`src/pcar_cfg.svh`:
```
// Timing and format constants for the pin configured converter readout
`ifndef PCAR_CFG_SVH
`define PCAR_CFG_SVH
`define PCAR_CLK_HZ 10000000
`define PCAR_XTAL_HZ 32768
// Half crystal period in system clocks, rounded down (shorter time)
`define PCAR_HALF_XTAL_CYC ((`PCAR_CLK_HZ / `PCAR_XTAL_HZ) / 2)
// Update period 50.54 ms, printed figure in microseconds
`define PCAR_UPDATE_PERIOD_US 50540
`define PCAR_UPDATE_PERIOD_CYC ((`PCAR_UPDATE_PERIOD_US * (`PCAR_CLK_HZ / 1000)) / 1000)
`define PCAR_RESULT_BITS 24
`define PCAR_GAIN_NARROW 16
`define PCAR_GAIN_WIDE 1
`define PCAR_OFFSET_MSB 24'h800000
`endif

```
`src/pcar_pkg.sv`:
```
// Types shared by the converter readout block
package pcar_pkg;
    typedef enum logic [3:0] {
        PCAR_IDLE = 4'b0001,
        PCAR_CONV = 4'b0010,
        PCAR_WAIT = 4'b0100,
        PCAR_SHIFT = 4'b1000
    } pcar_state_t;
endpackage

```
`src/pcar_buf.sv`:
```
// Two-entry result buffer with valid and ready on both sides
module pcar_buf #(
    parameter int WIDTH = 24
) (
    input wire logic clk_i,
    input wire logic rst_i,
    input wire logic flush_i,
    input wire logic in_valid_i,
    output logic in_ready_o,
    input wire logic [WIDTH-1:0] in_data_i,
    output logic out_valid_o,
    input wire logic out_ready_i,
    output logic [WIDTH-1:0] out_data_o
);
    logic [WIDTH-1:0] mem [2]; // Storage slots
    logic wr_ptr; // Slot written next
    logic rd_ptr; // Slot read next
    logic [1:0] count; // Words held
    logic push;
    logic pop;
    assign push = in_valid_i && (count != 2'h2);
    assign pop = out_valid_o && out_ready_i;

    // Occupancy and pointers; flush drops everything
    always_ff @(posedge clk_i or posedge rst_i) begin
        if (rst_i) begin
            wr_ptr <= 1'b0;
            rd_ptr <= 1'b0;
            count <= 2'h0;
        end else if (flush_i) begin
            wr_ptr <= 1'b0;
            rd_ptr <= 1'b0;
            count <= 2'h0;
        end else begin
            if (push) wr_ptr <= ~wr_ptr;
            if (pop) rd_ptr <= ~rd_ptr;
            count <= count + {1'b0, push} - {1'b0, pop};
        end
    end

    // Word storage
    always_ff @(posedge clk_i) begin
        if (push && !flush_i) mem[wr_ptr] <= in_data_i;
    end

    // Ready and valid from the registered count
    assign in_ready_o = (count != 2'h2);
    assign out_valid_o = (count != 2'h0);
    assign out_data_o = mem[rd_ptr];
endmodule // pcar_buf

```
`src/pcar_readout.sv`:
```
// Converter control and read-only serial readout, device side
//Contract
//RULE1 - Each result is a 24-bit word
//RULE2 - Interface is read only, master or slave
//RULE3 - No registers; configuration from two pins
//RULE4 - Gain 1 or 16 from span pin
//RULE5 - Results arrive at fixed 19.79 Hz
//RULE6 - Filter notches at 50 and 60 Hz
//RULE7 - Timing from crystal multiplied by PLL
//RULE8 - Output words are offset binary
//RULE9 - Slave host drives clock and select
//RULE10 - Master waits half to 1.5 crystal periods
//RULE11 - Ready line returns high after read
//RULE12 - Span low narrow, span high wide
//RULE13 - Select high aborts, floats lines, discards
//RULE14 - Ready rises on start; shift on falls
//RULE15 - Master shift period equals crystal period
//RULE16 - 24 bits MSB first, pauses allowed
`include "pcar_cfg.svh"
module pcar_readout #(
    parameter int UPDATE_CYC = `PCAR_UPDATE_PERIOD_CYC,
    parameter int HALF_CYC = `PCAR_HALF_XTAL_CYC
) (
    input wire logic clk_i,
    input wire logic rst_i,
    input wire logic chip_select_n_i,
    input wire logic master_mode_n_i,
    input wire logic span_select_i,
    input wire logic excitation_route_select_i,
    input wire logic [23:0] sample_i,
    input wire logic sclk_i,
    output logic sclk_o,
    output logic sclk_oe_o,
    output logic dout_o,
    output logic dout_oe_o,
    output logic [4:0] gain_o,
    output logic route_swap_o
);
    logic [31:0] upd_cnt; // Update period timer
    logic [15:0] half_cnt; // Half crystal period timer
    logic half_tick;
    logic [23:0] shreg; // Output shifter
    logic [4:0] bit_cnt; // Bits left
    logic sclk_q; // Previous slave clock
    logic sclk_fall;
    logic sclk_rise;
    logic buf_in_ready;
    logic buf_out_valid;
    logic [23:0] buf_out_data;
    logic conv_done;
    logic load;
    pcar_pkg::pcar_state_t state;
    logic master;
    logic active;
    logic [1:0] wait_halves;
    logic [31:0] lead_cnt; // Cycles spent waiting for the first shift edge
    localparam int LEAD_MIN = HALF_CYC; // Shortest lead-in, half a crystal period
    localparam int LEAD_MAX = 3 * HALF_CYC; // Longest lead-in, three half periods

    assign master = !master_mode_n_i;
    assign active = !chip_select_n_i;

    // Offset binary: flip the sign bit of a twos complement sample
    function automatic logic [23:0] to_offset(input logic [23:0] s);
        return s ^ `PCAR_OFFSET_MSB; // RULE8
    endfunction

    // Fixed update timer stands for the PLL clocked filter decimation
    always_ff @(posedge clk_i or posedge rst_i) begin
        if (rst_i) upd_cnt <= 32'h0;
        else if (!active || conv_done) upd_cnt <= 32'h0; // RULE13
        else upd_cnt <= upd_cnt + 32'h1; // RULE5 RULE7
    end
    // The notch placement follows from this fixed rate only
    assign conv_done = active && (upd_cnt == 32'(UPDATE_CYC - 1)); // RULE6

    // Half crystal period tick used for the master shift clock
    always_ff @(posedge clk_i or posedge rst_i) begin
        if (rst_i) half_cnt <= 16'h0;
        else if (half_tick || state != pcar_pkg::PCAR_WAIT && state != pcar_pkg::PCAR_SHIFT) half_cnt <= 16'h0;
        else half_cnt <= half_cnt + 16'h1;
    end
    assign half_tick = (half_cnt == 16'(HALF_CYC - 1));

    // Slave clock edge detect; inputs are already synchronous
    always_ff @(posedge clk_i or posedge rst_i) begin
        if (rst_i) sclk_q <= 1'b1;
        else sclk_q <= sclk_i;
    end
    assign sclk_fall = sclk_q && !sclk_i;
    assign sclk_rise = !sclk_q && sclk_i;

    // Buffer keeps a finished result while the shifter is busy
    pcar_buf #(.WIDTH(`PCAR_RESULT_BITS)) u_buf (
        .clk_i(clk_i),
        .rst_i(rst_i),
        .flush_i(!active), // RULE13
        .in_valid_i(conv_done),
        .in_ready_o(buf_in_ready),
        .in_data_i(to_offset(sample_i)), // RULE1 RULE8
        .out_valid_o(buf_out_valid),
        .out_ready_i(load),
        .out_data_o(buf_out_data)
    );
    // Gated by select so a deselect in the load cycle cannot start a read
    assign load = active && (state == pcar_pkg::PCAR_CONV) && buf_out_valid;

    // Sequencer: convert, announce ready, shift, return high
    always_ff @(posedge clk_i or posedge rst_i) begin
        if (rst_i) begin
            state <= pcar_pkg::PCAR_IDLE;
            shreg <= 24'h0;
            bit_cnt <= 5'h0;
            wait_halves <= 2'h0;
            sclk_o <= 1'b1;
            dout_o <= 1'b1;
        end else if (!active) begin
            state <= pcar_pkg::PCAR_IDLE; // RULE13
            shreg <= 24'h0;
            sclk_o <= 1'b1;
            dout_o <= 1'b1;
        end else begin
            unique case (state)
                pcar_pkg::PCAR_IDLE: begin
                    dout_o <= 1'b1; // RULE14
                    state <= pcar_pkg::PCAR_CONV;
                end
                pcar_pkg::PCAR_CONV: begin
                    if (load) begin
                        shreg <= buf_out_data;
                        bit_cnt <= 5'h18;
                        dout_o <= 1'b0; // RULE14
                        wait_halves <= 2'h0;
                        state <= pcar_pkg::PCAR_WAIT;
                    end
                end
                pcar_pkg::PCAR_WAIT: begin
                    // Master: two half periods low before first fall
                    if (master && half_tick) begin
                        wait_halves <= wait_halves + 2'h1;
                        if (wait_halves == 2'h1) begin // RULE10
                            sclk_o <= 1'b0; // RULE15
                            dout_o <= shreg[23]; // RULE16
                            shreg <= {shreg[22:0], 1'b0};
                            bit_cnt <= bit_cnt - 5'h1;
                            state <= pcar_pkg::PCAR_SHIFT;
                        end
                    end else if (!master && sclk_fall) begin // RULE9 RULE14
                        dout_o <= shreg[23];
                        shreg <= {shreg[22:0], 1'b0};
                        bit_cnt <= bit_cnt - 5'h1;
                        state <= pcar_pkg::PCAR_SHIFT;
                    end else if (conv_done) begin
                        dout_o <= 1'b1; // Unread result goes stale
                        state <= pcar_pkg::PCAR_CONV;
                    end
                end
                pcar_pkg::PCAR_SHIFT: begin
                    if (master ? half_tick && !sclk_o : sclk_rise) begin
                        sclk_o <= 1'b1;
                        if (bit_cnt == 5'h0) begin
                            dout_o <= 1'b1; // RULE11
                            state <= pcar_pkg::PCAR_CONV;
                        end
                    end else if (master ? half_tick && sclk_o : sclk_fall) begin
                        sclk_o <= 1'b0; // RULE15 RULE16
                        dout_o <= shreg[23];
                        shreg <= {shreg[22:0], 1'b0};
                        bit_cnt <= bit_cnt - 5'h1;
                    end
                end
            endcase
        end
    end

    // Drivers float in standby; shift clock driven in master only
    always_ff @(posedge clk_i or posedge rst_i) begin
        if (rst_i) begin
            dout_oe_o <= 1'b0;
            sclk_oe_o <= 1'b0;
        end else begin
            dout_oe_o <= active; // RULE13 RULE2
            sclk_oe_o <= active && master; // RULE13
        end
    end

    // Pin configuration only, no programmable state
    always_ff @(posedge clk_i or posedge rst_i) begin
        if (rst_i) begin
            gain_o <= 5'(`PCAR_GAIN_NARROW);
            route_swap_o <= 1'b0;
        end else begin
            gain_o <= span_select_i ? 5'(`PCAR_GAIN_WIDE) : 5'(`PCAR_GAIN_NARROW); // RULE3 RULE4 RULE12
            route_swap_o <= excitation_route_select_i; // RULE3
        end
    end

    // Lead-in counter for the master check; restarts whenever the wait ends
    always_ff @(posedge clk_i or posedge rst_i) begin
        if (rst_i) lead_cnt <= 32'h0;
        else if (state != pcar_pkg::PCAR_WAIT) lead_cnt <= 32'h0;
        else lead_cnt <= lead_cnt + 32'h1;
    end
endmodule // pcar_readout

```
`config.mk`:
```
export PLATFORM = sky130hd
export DESIGN_NAME = pcar_readout
export DESIGN_NICKNAME = d
export VERILOG_FILES = /design/src/pcar_pkg.sv /design/src/pcar_buf.sv /design/src/pcar_readout.sv
export VERILOG_INCLUDE_DIRS = /design/src
export SDC_FILE = /design/constraint.sdc
export NUM_CORES = 1
export LEC_CHECK = 0
export ABC_AREA = 1
export BUFFER_PORTS_ARGS = -buffer_cell sky130_fd_sc_hd__buf_2
export CAP_MARGIN = 5
export CORE_MARGIN = 10
export CORE_UTILIZATION = 60
export CTS_BUF_LIST = sky130_fd_sc_hd__clkbuf_8
export CTS_CLUSTER_SIZE = 40
export DETAILED_ROUTE_END_ITERATION = 12
export PLACE_DENSITY_LB_ADDON = 0.25
export SYNTH_ARGS = -nofsm -noshare
export SYNTH_HDL_FRONTEND = slang
export SYNTH_HIERARCHICAL = 1
export SYNTH_SLANG_ARGS = --single-unit
```
`constraint.sdc`:
```
create_clock -name clk_i -period 8.3 [get_ports clk_i]
set_clock_uncertainty 0.05 [all_clocks]
set_input_delay 0.83 -clock clk_i [delete_from_list [all_inputs] [get_ports clk_i]]
set_output_delay 0.83 -clock clk_i [all_outputs]
set_load 0.02 [all_outputs]
```
==> Implementation_results.wiki <==
{| class="wikitable"
! Metric !! Value
|-
| Slew @ Worst Pin || around 1.0 ns
|-
| Number of nets in the layout || 950
|-
| Area of the core || approximately 12,000 sq um
|-
| Clock buffer depth || 2
|-
| Post-synthesis instance total || roughly 880
|-
| Maximum achievable frequency || roughly 310 MHz
|-
| Clock insertion delay at the later pin of the skew report || ~0.45 ns
|-
| Clock tree sinks || between 100 and 150
|-
| Total CTS buffers || 17
|-
| EDFF count, synth || 48
|-
| Routed length per placed instance || 13.8 um
|-
| Crit path largest cell delay || 1.00 ns
|-
| Most common cell after layout, fill and taps aside || sky130_fd_sc_hd__nand2_1
|-
| Share of synthesized registers carrying an async set or reset || 0.664
|-
| Final cell area excluding filler cells || about 7800 sq um
|-
| Main synth FF type || sky130_fd_sc_hd__dfrtp_1
|-
| Die outline height || 130 um
|-
| Via count || around 5,900
|-
| Utilization after layout || 0.678
|-
| Critical-path maximum fanout || 34
|-
| Hold violation total from the final report || 0
|-
| Worst-case headroom to the max-slew limit || 0.307
|-
| WP data arrival || 3.54 ns
|-
| Setup crit end kind || flip-flop
|-
| Total met3 wirelength after detailed routing || around 840 um
|-
| Chip Width || roughly 130 um
|-
| M1 wire length || around 6300 um
|-
| Tmin final || ~3.3 ns
|-
| Type of the worst min-delay path || input port to asynchronous set/reset pin
|-
| Global route total overflow || 0
|-
| Average footprint of a synthesized cell || roughly 8.2 sq um
|-
| Max Used Layer || met4
|-
| Power Dens Cells || about 180 nW/um^2
|-
| Final critical-path share of the clock period || 0.395
|-
| Initial antenna violation count || 0
|-
| First-pass detailed-route iteration total || 5
|-
| Worst setup slack after placement || roughly 4.6 ns
|-
| Distinct cell type count after synthesis || 45
|-
| Cell chosen for the clock root || sky130_fd_sc_hd__clkbuf_8
|-
| Final weighted congestion in routability-driven placement || about 0.93
|-
| Highest-delay cell along the critical path || sky130_fd_sc_hd__nand2_1
|-
| Violation count after the first detailed-routing iteration || 472
|-
| Critical Path Source Type || input port
|-
| Drc violations || 0
|-
| Number of register bits inferred by synthesis || around 140
|-
| Fillers || 924
|-
| Final Setup Violations || 0
|-
| Share of cells above drive strength 1 || 0.108
|-
| Max rail drop VDD || 0.154 mV
|-
| Total power consumption of the routed design || 1.43 mW
|-
| Sum of negative setup slack || 0 ns
|-
| Pin count of the biggest net entering global routing || 73
|-
| Worst hold-check slack || between 0.2 and 0.25 ns
|-
| Count of antenna-violating nets left after detailed routing || 0
|-
| HPWL Detailed || approximately 11,000 um
|-
| Wire length of the first global-routing pass || between 20,000 and 30,000 um
|-
| Outcome || complete, no violations
|-
| Worst-path clk slew || 0.07 ns
|-
| Type of the worst setup path || input port to flip-flop
|-
| Antenna diode count || 0
|-
| Static leakage || approximately 3.7 nW
|-
| TritonCTS clock tree || done
|-
| Post-layout instance count excluding filler cells || around 1,100
|-
| Overall die area || 16,800 sq um
|-
| Critical Path, Cell by Cell || buf_2 -> clkinv_1 -> nand2_1 -> inv_1 -> o21ai_0 -> a21oi_1
|-
| Global routing usage summed across all routing layers || 0.183
|-
| Post-CTS Resized || 0
|-
| Length of routed met2 wiring || between 7000 and 8000 um
|-
| Total of hold buffers inserted after clock tree synthesis || 0
|-
| Fin worst setup slack || roughly 5.0 ns
|-
| Setup repair after global routing missed its margin || no
|-
| Synthesized area || between 7000 and 8000 sq um
|-
| Max_cap viols || 0
|-
| Routed via count divided by cell count || around 5.5
|-
| Setup Buffers After CTS || 0
|-
| I/O pin count || slightly above 40
|-
| Max Slew Vio Count || 0
|-
| Top library cells by usage in the layout, fill and taps aside || 290 x sky130_fd_sc_hd__nand2_1, 96 x sky130_fd_sc_hd__nor2_1, 90 x sky130_fd_sc_hd__dfrtp_1, 88 x sky130_fd_sc_hd__nand3_1, 85 x sky130_fd_sc_hd__inv_1
|-
| # placed instances || 1,036
|-
| Seq/Total Area, Yosys || 0.531
|-
| Req. time, crit path || 8.57 ns
|-
| Initial Utilization || 0.622
|-
| Sum of routed wire length over all layers || approximately 15,000 um
|-
| Cell row count || 39
|-
| Number of port buffers || 37
|-
| Via count of the first global-routing pass || 5,474
|-
| Area Overhead vs Synth || 8.88%
|-
| Post-placement cell area || 7410 sq um
|-
| Yosys warns || 6
|-
| H-tree levels || 4
|}
## cell type report
type / instances / area [sq um] / area share
multi-input cells: 620 / 2860 / 0.365
repair buffers: 40 / 208 / 0.0265
clock buffers: 18 / 248 / 0.0316
inverters: 90 / 344 / 0.0439
flip-flops and latches: 143 / 3820 / 0.488
well taps: 143 / 179 / 0.0228
clock inverters: 14 / 176 / 0.0225
## cells by family (layout without fill, tap and decap cells)
logic type	Yosys count	count (layout)	share of synthesized area
AOI/OAI and AO/OA	47	47	0.0356
and+or+nand+nor	554	554	0.336
buffers and inverters	117	162	0.0734
adders and majority gates	7	7	0.0122
xor gates and xnor gates	9	9	0.0110
DFF	143	143	0.531
other	1	3	0.000521
## where the power goes
part	switching [mW]	leakage, nW	internal (mW)
clock network	0.254	0.212	0.330
registers	0.0115	1.70	0.748
logic	0.0574	1.80	0.0241
## synthesized netlist by cell type (6+ instances only)
| library cell | n | area, sq um |
|---|---|---|
| sky130_fd_sc_hd__edfxtp_1 | 48 | 1440 |
| sky130_fd_sc_hd__ha_1 | 7 | 87.6 |
| sky130_fd_sc_hd__buf_6 | 7 | 78.8 |
| sky130_fd_sc_hd__o21ai_0 | 15 | 75.1 |
| sky130_fd_sc_hd__nor2_2 | 6 | 37.5 |
| sky130_fd_sc_hd__dfrtp_1 | 90 | 2250 |
| sky130_fd_sc_hd__nor2_1 | 96 | 360 |
| sky130_fd_sc_hd__inv_1 | 84 | 315 |
| sky130_fd_sc_hd__a21oi_1 | 20 | 100 |
| sky130_fd_sc_hd__buf_2 | 10 | 50.1 |
| sky130_fd_sc_hd__nand2_1 | 290 | 1090 |
| sky130_fd_sc_hd__nor3_1 | 30 | 150 |
| sky130_fd_sc_hd__xor2_1 | 7 | 61.3 |
| sky130_fd_sc_hd__nand4_1 | 22 | 138 |
| sky130_fd_sc_hd__nand3_1 | 88 | 440 |
## layer usage
| layer | vias up | track usage |
|---|---|---|
| li1 | 2909 | - |
| met1 | 2789 | 0.231 |
| met2 | 173 | 0.303 |
| met3 | 26 | 0.0420 |
| met4 | 0 | 0.0681 |
| met5 | - | 0 |
## critical path, delay by kind of cell
family | cells | cell delay (ns)
simple gates | 1 | 1.00
buf+inv | 3 | 1.47
compound gates | 2 | 0.22
## state kept, by name, indices dropped and copies added, names as in the netlist
name,flops
u_buf/mem,48
upd_cnt,32
shreg,24
half_cnt,16
bit_cnt,5
state,4
gain_o,2
u_buf/count,2
wait_halves,2
dout_o,1
dout_oe_o,1
route_swap_o,1
sclk_o,1
sclk_oe_o,1
sclk_q,1
u_buf/rd_ptr,1
u_buf/wr_ptr,1
## path summary, 6_finish.rpt
| path | endpoint | from | slack [ns] | cells past startpoint |
|---|---|---|---|---|
| setup / recovery | upd_cnt[19] | chip_select_n_i | 5.02 | 6 |
| hold / removal | u_buf/wr_ptr | rst_i | 0.23 | 2 |
| setup reg to reg | shreg[14] | state[2] | 5.33 | 10 |
| hold reg to reg | half_cnt[0] | half_cnt[0] | 0.42 | 1 |
| max in group asynchronous | shreg[2] | rst_i | 6.70 | 3 |
| min in group clk_i | half_cnt[0] | half_cnt[0] | 0.42 | 1 |
Note: power is estimated with default switching activity, not from simulation.
